**config.mk**
```make
export PLATFORM = sky130hd
export DESIGN_NAME = srd_decoder
export DESIGN_NICKNAME = d
export VERILOG_FILES = /design/src/core/srd_pkg.sv /design/src/core/srd_decoder.sv
export SDC_FILE = /design/constraint.sdc
export NUM_CORES = 1
export LEC_CHECK = 0
export BUFFER_PORTS_ARGS = -buffer_cell sky130_fd_sc_hd__buf_2
export CORE_AREA = 2 2 147 149
export DETAILED_ROUTE_END_ITERATION = 16
export DIE_AREA = 0 0 149 151
export GPL_TIMING_DRIVEN = 0
export PLACE_DENSITY = 0.74
export SETUP_SLACK_MARGIN = 0.3
export SLEW_MARGIN = 20
export SYNTH_ARGS = -nofsm -noshare
export SYNTH_HDL_FRONTEND = slang
export SYNTH_SLANG_ARGS = --single-unit
```
**constraint.sdc**
```tcl
create_clock -name clk_sys -period 2.9 [get_ports clk_sys]
set_input_delay 0.58 -clock clk_sys [delete_from_list [all_inputs] [get_ports clk_sys]]
set_output_delay 0.58 -clock clk_sys [all_outputs]
set_load 0.03 [all_outputs]
```
**src/core/srd_pkg.sv**
```systemverilog
package srd_pkg;

    // ------------------------------------------------------------
    // request stream lengths and field positions
    // ------------------------------------------------------------
    localparam logic [4:0] SRD_LEN_CABLE = 5'h07;
    localparam logic [4:0] SRD_LEN_BACKPLANE = 5'h0b;
    localparam logic [4:0] SRD_LEN_READ = 5'h09;
    localparam logic [4:0] SRD_LEN_WRITE = 5'h11;
    localparam logic [4:0] SRD_POS_FIRST = 5'h01;
    localparam logic [4:0] SRD_POS_TYPE_LO = 5'h03;
    localparam logic [4:0] SRD_POS_NONE = 5'h1f;

    // ------------------------------------------------------------
    // request type codes, bit 1 is the high bit
    // ------------------------------------------------------------
    localparam logic [2:0] SRD_TYPE_IMMEDIATE = 3'h0;
    localparam logic [2:0] SRD_TYPE_FAIR = 3'h3;
    localparam logic [2:0] SRD_TYPE_READ = 3'h4;
    localparam logic [2:0] SRD_TYPE_WRITE = 3'h5;
    localparam logic [1:0] SRD_BASE_SPEED_CODE = 2'h0;
    localparam logic [3:0] SRD_PRIO_FAIR = 4'h0;

    // ------------------------------------------------------------
    // software port map and reset values
    // ------------------------------------------------------------
    localparam int SRD_NUM_REGS = 16;
    localparam logic [4:0] SRD_SW_CTRL = 5'h10;
    localparam logic [4:0] SRD_SW_STAT = 5'h11;
    localparam logic [4:0] SRD_SW_ERR = 5'h12;
    localparam logic [3:0] SRD_PRIO_REG_IDX = 4'h1;
    localparam logic [7:0] SRD_REG_RST = 8'h00;
    localparam logic [1:0] SRD_CTRL_RST = 2'h2;
    localparam int SRD_CTRL_BACKPLANE = 0;
    localparam int SRD_CTRL_ENABLE = 1;

    typedef enum logic [1:0] {
        SRD_ARB_IMMEDIATE = 2'b00,
        SRD_ARB_FAIR = 2'b01,
        SRD_ARB_URGENT = 2'b10
    } srd_arb_e;

    typedef enum logic [0:0] {
        SRD_ST_IDLE = 1'b0,
        SRD_ST_RECV = 1'b1
    } srd_state_e;

    typedef struct packed {
        srd_arb_e arb;
        logic [1:0] speed;
        logic [3:0] prio;
        logic backplane;
    } srd_bus_req_s;

    typedef struct packed {
        logic [3:0] addr;
        logic [7:0] data;
    } srd_status_s;

endpackage : srd_pkg

```
**src/core/srd_decoder.sv**
```systemverilog
`timescale 1ns/10ps
// Summary of operation
// RULE1: seven-bit cable bus request decoded
// RULE2: eleven-bit backplane bus request with priority
// RULE3: nine-bit stream decoded as register read
// RULE4: seventeen-bit stream decoded as register write
// RULE5: every stream opens with start bit one
// RULE6: every stream closes with stop bit zero
// RULE7: bits one to three classify, set length
// RULE8: cable bits four, five give speed
// RULE9: backplane speed bits ignored, sent zero
// RULE10: backplane bits six to nine give priority
// RULE11: all-ones backplane priority never sent
// RULE12: cable request takes internal priority register
// RULE13: read carries type 100, address bits 4-7
// RULE14: write carries 101, address, data bits 8-15
// RULE15: immediate type seizes bus without arbitration
// RULE16: fair type arbitrates after subaction gap
// RULE17: read returns register through status transfer
// RULE18: one request bit sampled per clock
// RULE19: bit zero first, ascending order
// RULE20: request line idles low between streams
// RULE21: line sampled on rising interface clock
// RULE22: write data loaded when stop bit arrives
// RULE23: reserved type codes are discarded
module srd_decoder
    import srd_pkg::*;
(
    input wire logic clk_sys, // interface clock
    input wire logic sys_rst, // synchronous reset, high
    input wire logic link_request_line, // serial request from link
    input wire logic arb_won, // pending bus request won
    input wire logic arb_lost, // pending bus request lost
    input wire logic status_done, // status transfer completed
    input wire logic [4:0] sw_addr, // software address
    input wire logic [7:0] sw_wdata, // software write data
    input wire logic sw_wr, // software write strobe
    input wire logic sw_rd, // software read strobe
    output logic [7:0] sw_rdata, // read data, cycle after strobe
    output logic bus_req_pending, // bus request held for arbiter
    output srd_bus_req_s bus_req, // fields of pending request
    output logic status_req, // status transfer wanted
    output srd_status_s status_word // register address and contents
);

    // ------------------------------------------------------------
    // line synchroniser
    // ------------------------------------------------------------
    logic line_s1_q;
    logic line_s2_q;
    // two stages: the line is launched by the link's own flops

    always_ff @(posedge clk_sys) begin
        if (sys_rst) begin
            line_s1_q <= 1'b0;
            line_s2_q <= 1'b0;
        end else begin
            line_s1_q <= link_request_line; // RULE21
            line_s2_q <= line_s1_q;
        end
    end

    // ------------------------------------------------------------
    // control and register storage declarations
    // ------------------------------------------------------------
    logic [1:0] ctrl_q;
    logic [7:0] regs_q [SRD_NUM_REGS];
    logic [7:0] err_cnt_q;
    logic ignored_q;

    // ------------------------------------------------------------
    // stream receiver
    // ------------------------------------------------------------
    srd_state_e state_q;
    logic [4:0] pos_q;
    logic [4:0] last_q;
    logic [14:0] sr_q;
    logic [2:0] type_q;
    logic bp_q;
    logic [2:0] tcode;
    logic fin;
    logic stop_ok;
    logic start;
    logic at_type;

    assign tcode = {sr_q[1:0], line_s2_q};
    assign fin = (state_q == SRD_ST_RECV) && (pos_q == last_q);
    assign stop_ok = fin && !line_s2_q; // RULE6
    // a one seen while idle and enabled opens a stream; the line idles low
    assign start = (state_q == SRD_ST_IDLE) && line_s2_q
                   && ctrl_q[SRD_CTRL_ENABLE]; // RULE5
    assign at_type = (state_q == SRD_ST_RECV)
                     && (pos_q == SRD_POS_TYPE_LO);

    always_ff @(posedge clk_sys) begin
        if (sys_rst) begin
            state_q <= SRD_ST_IDLE;
        end else begin
            case (state_q)
                SRD_ST_IDLE: begin
                    if (start) begin
                        state_q <= SRD_ST_RECV;
                    end
                end
                SRD_ST_RECV: begin
                    if (fin) begin
                        state_q <= SRD_ST_IDLE;
                    end
                end
                default: begin
                    state_q <= SRD_ST_IDLE;
                end
            endcase
        end
    end

    // ------------------------------------------------------------
    // bit counter and shift register
    // ------------------------------------------------------------
    always_ff @(posedge clk_sys) begin
        if (sys_rst) begin
            pos_q <= SRD_POS_FIRST;
        end else if (start) begin
            pos_q <= SRD_POS_FIRST;
        end else if ((state_q == SRD_ST_RECV) && !fin) begin
            pos_q <= pos_q + 5'h01; // RULE18
        end
    end

    always_ff @(posedge clk_sys) begin
        if (sys_rst) begin
            sr_q <= 15'h0000;
        end else if (start) begin
            sr_q <= 15'h0000;
        end else if ((state_q == SRD_ST_RECV) && !fin) begin
            sr_q <= {sr_q[13:0], line_s2_q}; // RULE18 RULE19
        end
    end

    // ------------------------------------------------------------
    // type capture
    // ------------------------------------------------------------
    always_ff @(posedge clk_sys) begin
        if (sys_rst) begin
            type_q <= SRD_TYPE_IMMEDIATE;
            bp_q <= 1'b0;
        end else if (at_type) begin // RULE7
            type_q <= tcode;
            bp_q <= ctrl_q[SRD_CTRL_BACKPLANE];
        end
    end

    // ------------------------------------------------------------
    // stream length from type code and bus format
    // ------------------------------------------------------------
    always_ff @(posedge clk_sys) begin
        if (sys_rst) begin
            last_q <= SRD_POS_NONE;
        end else if (start) begin
            last_q <= SRD_POS_NONE;
        end else if (at_type) begin // RULE7
            case (tcode)
                SRD_TYPE_IMMEDIATE, SRD_TYPE_FAIR: begin
                    if (ctrl_q[SRD_CTRL_BACKPLANE]) begin
                        last_q <= SRD_LEN_BACKPLANE - 5'h01; // RULE2
                    end else begin
                        last_q <= SRD_LEN_CABLE - 5'h01; // RULE1
                    end
                end
                SRD_TYPE_READ: begin
                    last_q <= SRD_LEN_READ - 5'h01; // RULE3
                end
                SRD_TYPE_WRITE: begin
                    last_q <= SRD_LEN_WRITE - 5'h01; // RULE4
                end
                default: begin
                    // reserved: swallow a cable-length stream
                    last_q <= SRD_LEN_CABLE - 5'h01; // RULE23
                end
            endcase
        end
    end

    // ------------------------------------------------------------
    // decoded actions
    // ------------------------------------------------------------
    logic is_bus;
    logic do_bus;
    logic do_read;
    logic do_write;
    logic [3:0] rd_addr;
    logic [3:0] wr_addr;
    logic [7:0] wr_data;
    logic [3:0] bp_prio;

    assign is_bus = stop_ok && ((type_q == SRD_TYPE_IMMEDIATE)
                    || (type_q == SRD_TYPE_FAIR)); // RULE23
    assign do_bus = is_bus && (!bus_req_pending || arb_won || arb_lost);
    assign do_read = stop_ok && (type_q == SRD_TYPE_READ); // RULE13
    assign do_write = stop_ok && (type_q == SRD_TYPE_WRITE); // RULE14
    // fields sit right-aligned in sr_q once the stop bit is seen
    assign rd_addr = sr_q[3:0]; // RULE13
    assign wr_addr = sr_q[11:8]; // RULE14
    assign wr_data = sr_q[7:0]; // RULE14
    assign bp_prio = sr_q[3:0]; // RULE10

    // ------------------------------------------------------------
    // bus request hand-off to the arbiter
    // ------------------------------------------------------------
    logic pend_q;
    srd_bus_req_s req_q;

    always_ff @(posedge clk_sys) begin
        if (sys_rst) begin
            pend_q <= 1'b0;
            req_q <= '{SRD_ARB_IMMEDIATE, 2'h0, 4'h0, 1'b0};
        end else begin
            // a new request in the clearing cycle wins
            if (do_bus) begin
                pend_q <= 1'b1;
                req_q.backplane <= bp_q;
                if (type_q == SRD_TYPE_IMMEDIATE) begin
                    req_q.arb <= SRD_ARB_IMMEDIATE; // RULE15
                end else if (bp_q && (bp_prio != SRD_PRIO_FAIR)) begin
                    req_q.arb <= SRD_ARB_URGENT; // RULE16
                end else begin
                    req_q.arb <= SRD_ARB_FAIR; // RULE16
                end
                if (bp_q) begin
                    req_q.speed <= SRD_BASE_SPEED_CODE; // RULE9
                    req_q.prio <= bp_prio; // RULE10
                end else begin
                    req_q.speed <= sr_q[1:0]; // RULE8
                    req_q.prio <= regs_q[SRD_PRIO_REG_IDX][3:0]; // RULE12
                end
            end else if (arb_won || arb_lost) begin
                pend_q <= 1'b0;
            end
        end
    end

    assign bus_req_pending = pend_q;
    assign bus_req = req_q;

    // ------------------------------------------------------------
    // register read answered by status transfer
    // ------------------------------------------------------------
    logic st_req_q;
    srd_status_s st_q;

    always_ff @(posedge clk_sys) begin
        if (sys_rst) begin
            st_req_q <= 1'b0;
            st_q <= '{4'h0, 8'h00};
        end else begin
            if (do_read) begin
                st_req_q <= 1'b1; // RULE17
                st_q.addr <= rd_addr;
                st_q.data <= regs_q[rd_addr];
            end else if (status_done) begin
                st_req_q <= 1'b0;
            end
        end
    end

    assign status_req = st_req_q;
    assign status_word = st_q;

    // ------------------------------------------------------------
    // register file, link write beats software write
    // ------------------------------------------------------------
    always_ff @(posedge clk_sys) begin
        for (int i = 0; i < SRD_NUM_REGS; i++) begin
            if (sys_rst) begin
                regs_q[i] <= SRD_REG_RST;
            end else if (do_write && (wr_addr == i[3:0])) begin
                regs_q[i] <= wr_data; // RULE22
            end else if (sw_wr && (sw_addr == {1'b0, i[3:0]})) begin
                regs_q[i] <= sw_wdata;
            end
        end
    end

    // ------------------------------------------------------------
    // control, framing errors and ignored requests
    // ------------------------------------------------------------
    always_ff @(posedge clk_sys) begin
        if (sys_rst) begin
            ctrl_q <= SRD_CTRL_RST;
        end else if (sw_wr && (sw_addr == SRD_SW_CTRL)) begin
            ctrl_q <= sw_wdata[1:0];
        end
    end

    always_ff @(posedge clk_sys) begin
        if (sys_rst) begin
            err_cnt_q <= 8'h00;
        end else if (fin && line_s2_q && (err_cnt_q != 8'hff)) begin
            err_cnt_q <= err_cnt_q + 8'h01;
        end else if (sw_wr && (sw_addr == SRD_SW_ERR)) begin
            err_cnt_q <= 8'h00;
        end
    end

    always_ff @(posedge clk_sys) begin
        if (sys_rst) begin
            ignored_q <= 1'b0;
        end else if (is_bus && !do_bus) begin
            ignored_q <= 1'b1;
        end else if (sw_wr && (sw_addr == SRD_SW_STAT) && sw_wdata[0]) begin
            ignored_q <= 1'b0;
        end
    end

    // ------------------------------------------------------------
    // software read port
    // ------------------------------------------------------------
    logic [7:0] rdata_q;

    always_ff @(posedge clk_sys) begin
        if (sys_rst) begin
            rdata_q <= 8'h00;
        end else if (sw_rd) begin
            if (sw_addr < SRD_SW_CTRL) begin
                rdata_q <= regs_q[sw_addr[3:0]];
            end else if (sw_addr == SRD_SW_CTRL) begin
                rdata_q <= {6'h00, ctrl_q};
            end else if (sw_addr == SRD_SW_STAT) begin
                rdata_q <= {4'h0, state_q == SRD_ST_RECV, st_req_q,
                            pend_q, ignored_q};
            end else if (sw_addr == SRD_SW_ERR) begin
                rdata_q <= err_cnt_q;
            end else begin
                rdata_q <= 8'h00;
            end
        end else begin
            rdata_q <= 8'h00;
        end
    end

    assign sw_rdata = rdata_q;

endmodule : srd_decoder

```
==> metrics <==
Crit Path Class input port to flop; Most used DFF post-synth edfxtp_1; GPL Wtd Cong 1.007; port buffer count 42; Final Hold Fails 0; startpoint types input port; Final setup viols 0; die area 22500 µm²; initial antenna violation count 2; combinational group share of total power 0.100; Max VDD drop 313.4 µV; Boundary Pins 52; P&R area growth vs syn 10.92%; Mapped Cells 1041; status finished, final reports clean; drt wl/cell 28.72 µm; CTS Hold Buffers Added 0; Fillers 1702; via/cell ratio 6.986; share of layout cells above drive strength 1 0.2030; CORE AREA 20820 µm²; DRT Pass-1 Iters 6; Hold Path End line_s1_q; #FFs+latches synth 199; Root Buffer clkbuf_16; LEAKAGE 0.004085 µW; Netlist cell types 58; clk_lat worst skew 0.45 ns; drt total wl 40150 µm; clock sink count 199; CTS Buffer Depth 2; Yosys warnings 0; asr flop ratio synth 0; Hold Path Depth 2; Max-Slew Margin vs Limit 0.3540; antenna-violating nets left 0; CTS tree built; Sw Ratio 0.2569; syn nets 1064; GRT Util Overall 0.3647; initial DRC count 1506; register area share after synthesis 0.4638; Inserted Clock Buffers 17; Clock Skews 0.01225 ns; Worst Path Max Fanout 10; Final Cycle Share 0.8984; Finished Core Util 0.6047; Worst EP required 3.20 ns; min Tclk post-route 2.605 ns; Final Net Count 1133; Placement Cell Area 11910 µm²; Reg2Reg Launch Point sr_q[1]; Worst Reg2Reg Path Length in Cells 7; Design Area, Final 12590 µm²; reg-to-reg endpoint status_word[4]; Register Area 5265 µm²; Max Freq 383.8 MHz; sw power 1586 µW; max-slew violations 0; R2R Setup Slk 0.36 ns; largest net degree at the start of global routing 18; power share of the sequential group 0.516; Die X 149 µm; Die Y 151 µm; HP Class input port to flop; via count 9766; initial core utilization 0.5452; Antenna Cells 0; PwrDens 490.3 nW/µm²; # rows 53; hold path start link_request_line; worst hold slack 0.3693 ns; H-tree levels 4; RSZ-0062 raised after global routing false; syn_area_per_cell 10.91 µm²; Worst-path clk slew 0.08 ns; type of destination of the critical path flop; global-route wire length before repair 58920 µm; max-cap violation count 0; Clock Power Share 0.384; Cell Area, Synth 11350 µm²; P_int 4588 µW; total grt overflow 0; Critical Path Start sw_addr[1]; Post-synth EDFFs 128; Critical Path AT 2.91 ns; hpwl dp 28720 µm; DRC 0; vias in the first global route 9226; measured slew at the worst slew-check pin 0.9690 ns; area of the multi-input gates 5583 µm²
==> sequential cells by signal (all words and copies together), names as in the netlist, 2 cells and up <==
register	cells
last_q	5
sr_q	12
regs_q	128
bus_req	9
sw_rdata	8
pos_q	5
type_q	3
ctrl_q	2
status_word	12
err_cnt_q	8
==> power by group through the flow <==
| stage | Combinational [µW] | Sequential, µW | Clock, µW |
|---|---|---|---|
| global route | 630 | 3190 | 2450 |
| floorplan | 361 | 3230 | 0 |
| detailed placement | 577 | 3250 | 0 |
| finish | 616 | 3180 | 2370 |
| global placement | 574 | 3240 | 0 |
| CTS | 583 | 3180 | 2340 |
==> metal layers <==
metal / wire, µm / GRT usage
met1: 14560 / 0.4755
met2: 17330 / 0.5479
met3: 5585 / 0.1166
met4: 2645 / 0.1895
met5: 23 / 0
==> worst max-delay path by stage <==
stage | endpoint | slack (ns) | cells past startpoint
after global routing | status_word[4] | 0.30 | 7
final | sw_rdata[2] | 0.29 | 6
after CTS | regs_q[15][3] | 0.30 | 6
after floorplan | regs_q[10][0] | 0.66 | 7
after detailed placement | regs_q[3][2] | -0.91 | 7
after global placement | regs_q[8][2] | -0.90 | 7
==> stage by stage <==
step           setup WS, ns  std cells  TNS (ns)  total power (µW)
2_1_floorplan        0.6586       1041         0              3588
3_3_place_gp        -0.9016       1358    -87.26              3811
3_5_place_dp        -0.9059       1358    -88.58              3823
4_1_cts              0.3003       1398         0              6101
5_1_grt              0.3038       1398         0              6269
6_report             0.2946       1398         0              6173
==> critical path: stages <==
cell and delay [ns]:
buf_2 0.26, clkbuf_1 0.77, mux4_2 0.48, mux2i_1 0.53
o32a_1 0.22, o41ai_1 0.07
==> cells in the final DEF (no fill, tap or decap), types with 53 or more instances in the layout <==
master,count
nand2_1,53
nor2_1,54
dfxtp_1,71
nand3_1,62
mux4_2,64
nand4_1,90
mux2i_1,73
clkbuf_1,62
o21ai_0,101
buf_2,76
edfxtp_1,128
==> what timing repair did <==
item                       CTS  global route
gates resized for setup     10            15
setup endpoints to repair  180            93
pin swaps                    4             1
setup buffers                8             0
==> logic make-up (layout without fill, tap and decap cells) <==
group | Yosys count | in the layout | share of synthesized area
and+or+nand+nor | 358 | 358 | 0.1767
AOI/OAI and AO/OA | 203 | 203 | 0.1031
muxes | 145 | 145 | 0.1993
buffers and inverters | 125 | 207 | 0.04805
DFF | 199 | 199 | 0.4638
xor gates and xnor gates | 9 | 9 | 0.006944
adders and majority gates | 2 | 2 | 0.002204
==> synth_stat cells, drive strengths merged (44+ instances only) <==
library cell  number  area (µm²)
nand2             62       232.7
edfxtp           128        3844
nand3             63       327.8
o21ai            105       525.5
nand4             92       588.1
a21oi             44       220.2
dfxtp             71        1421
mux4              64        1441
nor2              57       226.5
clkbuf            66       247.7
mux2i             73       730.7
buf               55       282.8
==> layout make-up <==
type	count	area share
inverters	4	0.001192
plain buffers	121	0.04312
well taps	275	0.02733
clock inverters	9	0.004869
multi-input cells	717	0.4434
repair buffers	50	0.02146
flip-flops and latches	199	0.4181
clock buffers	23	0.04054
No activity file was read; power rests on OpenSTA's default activity.
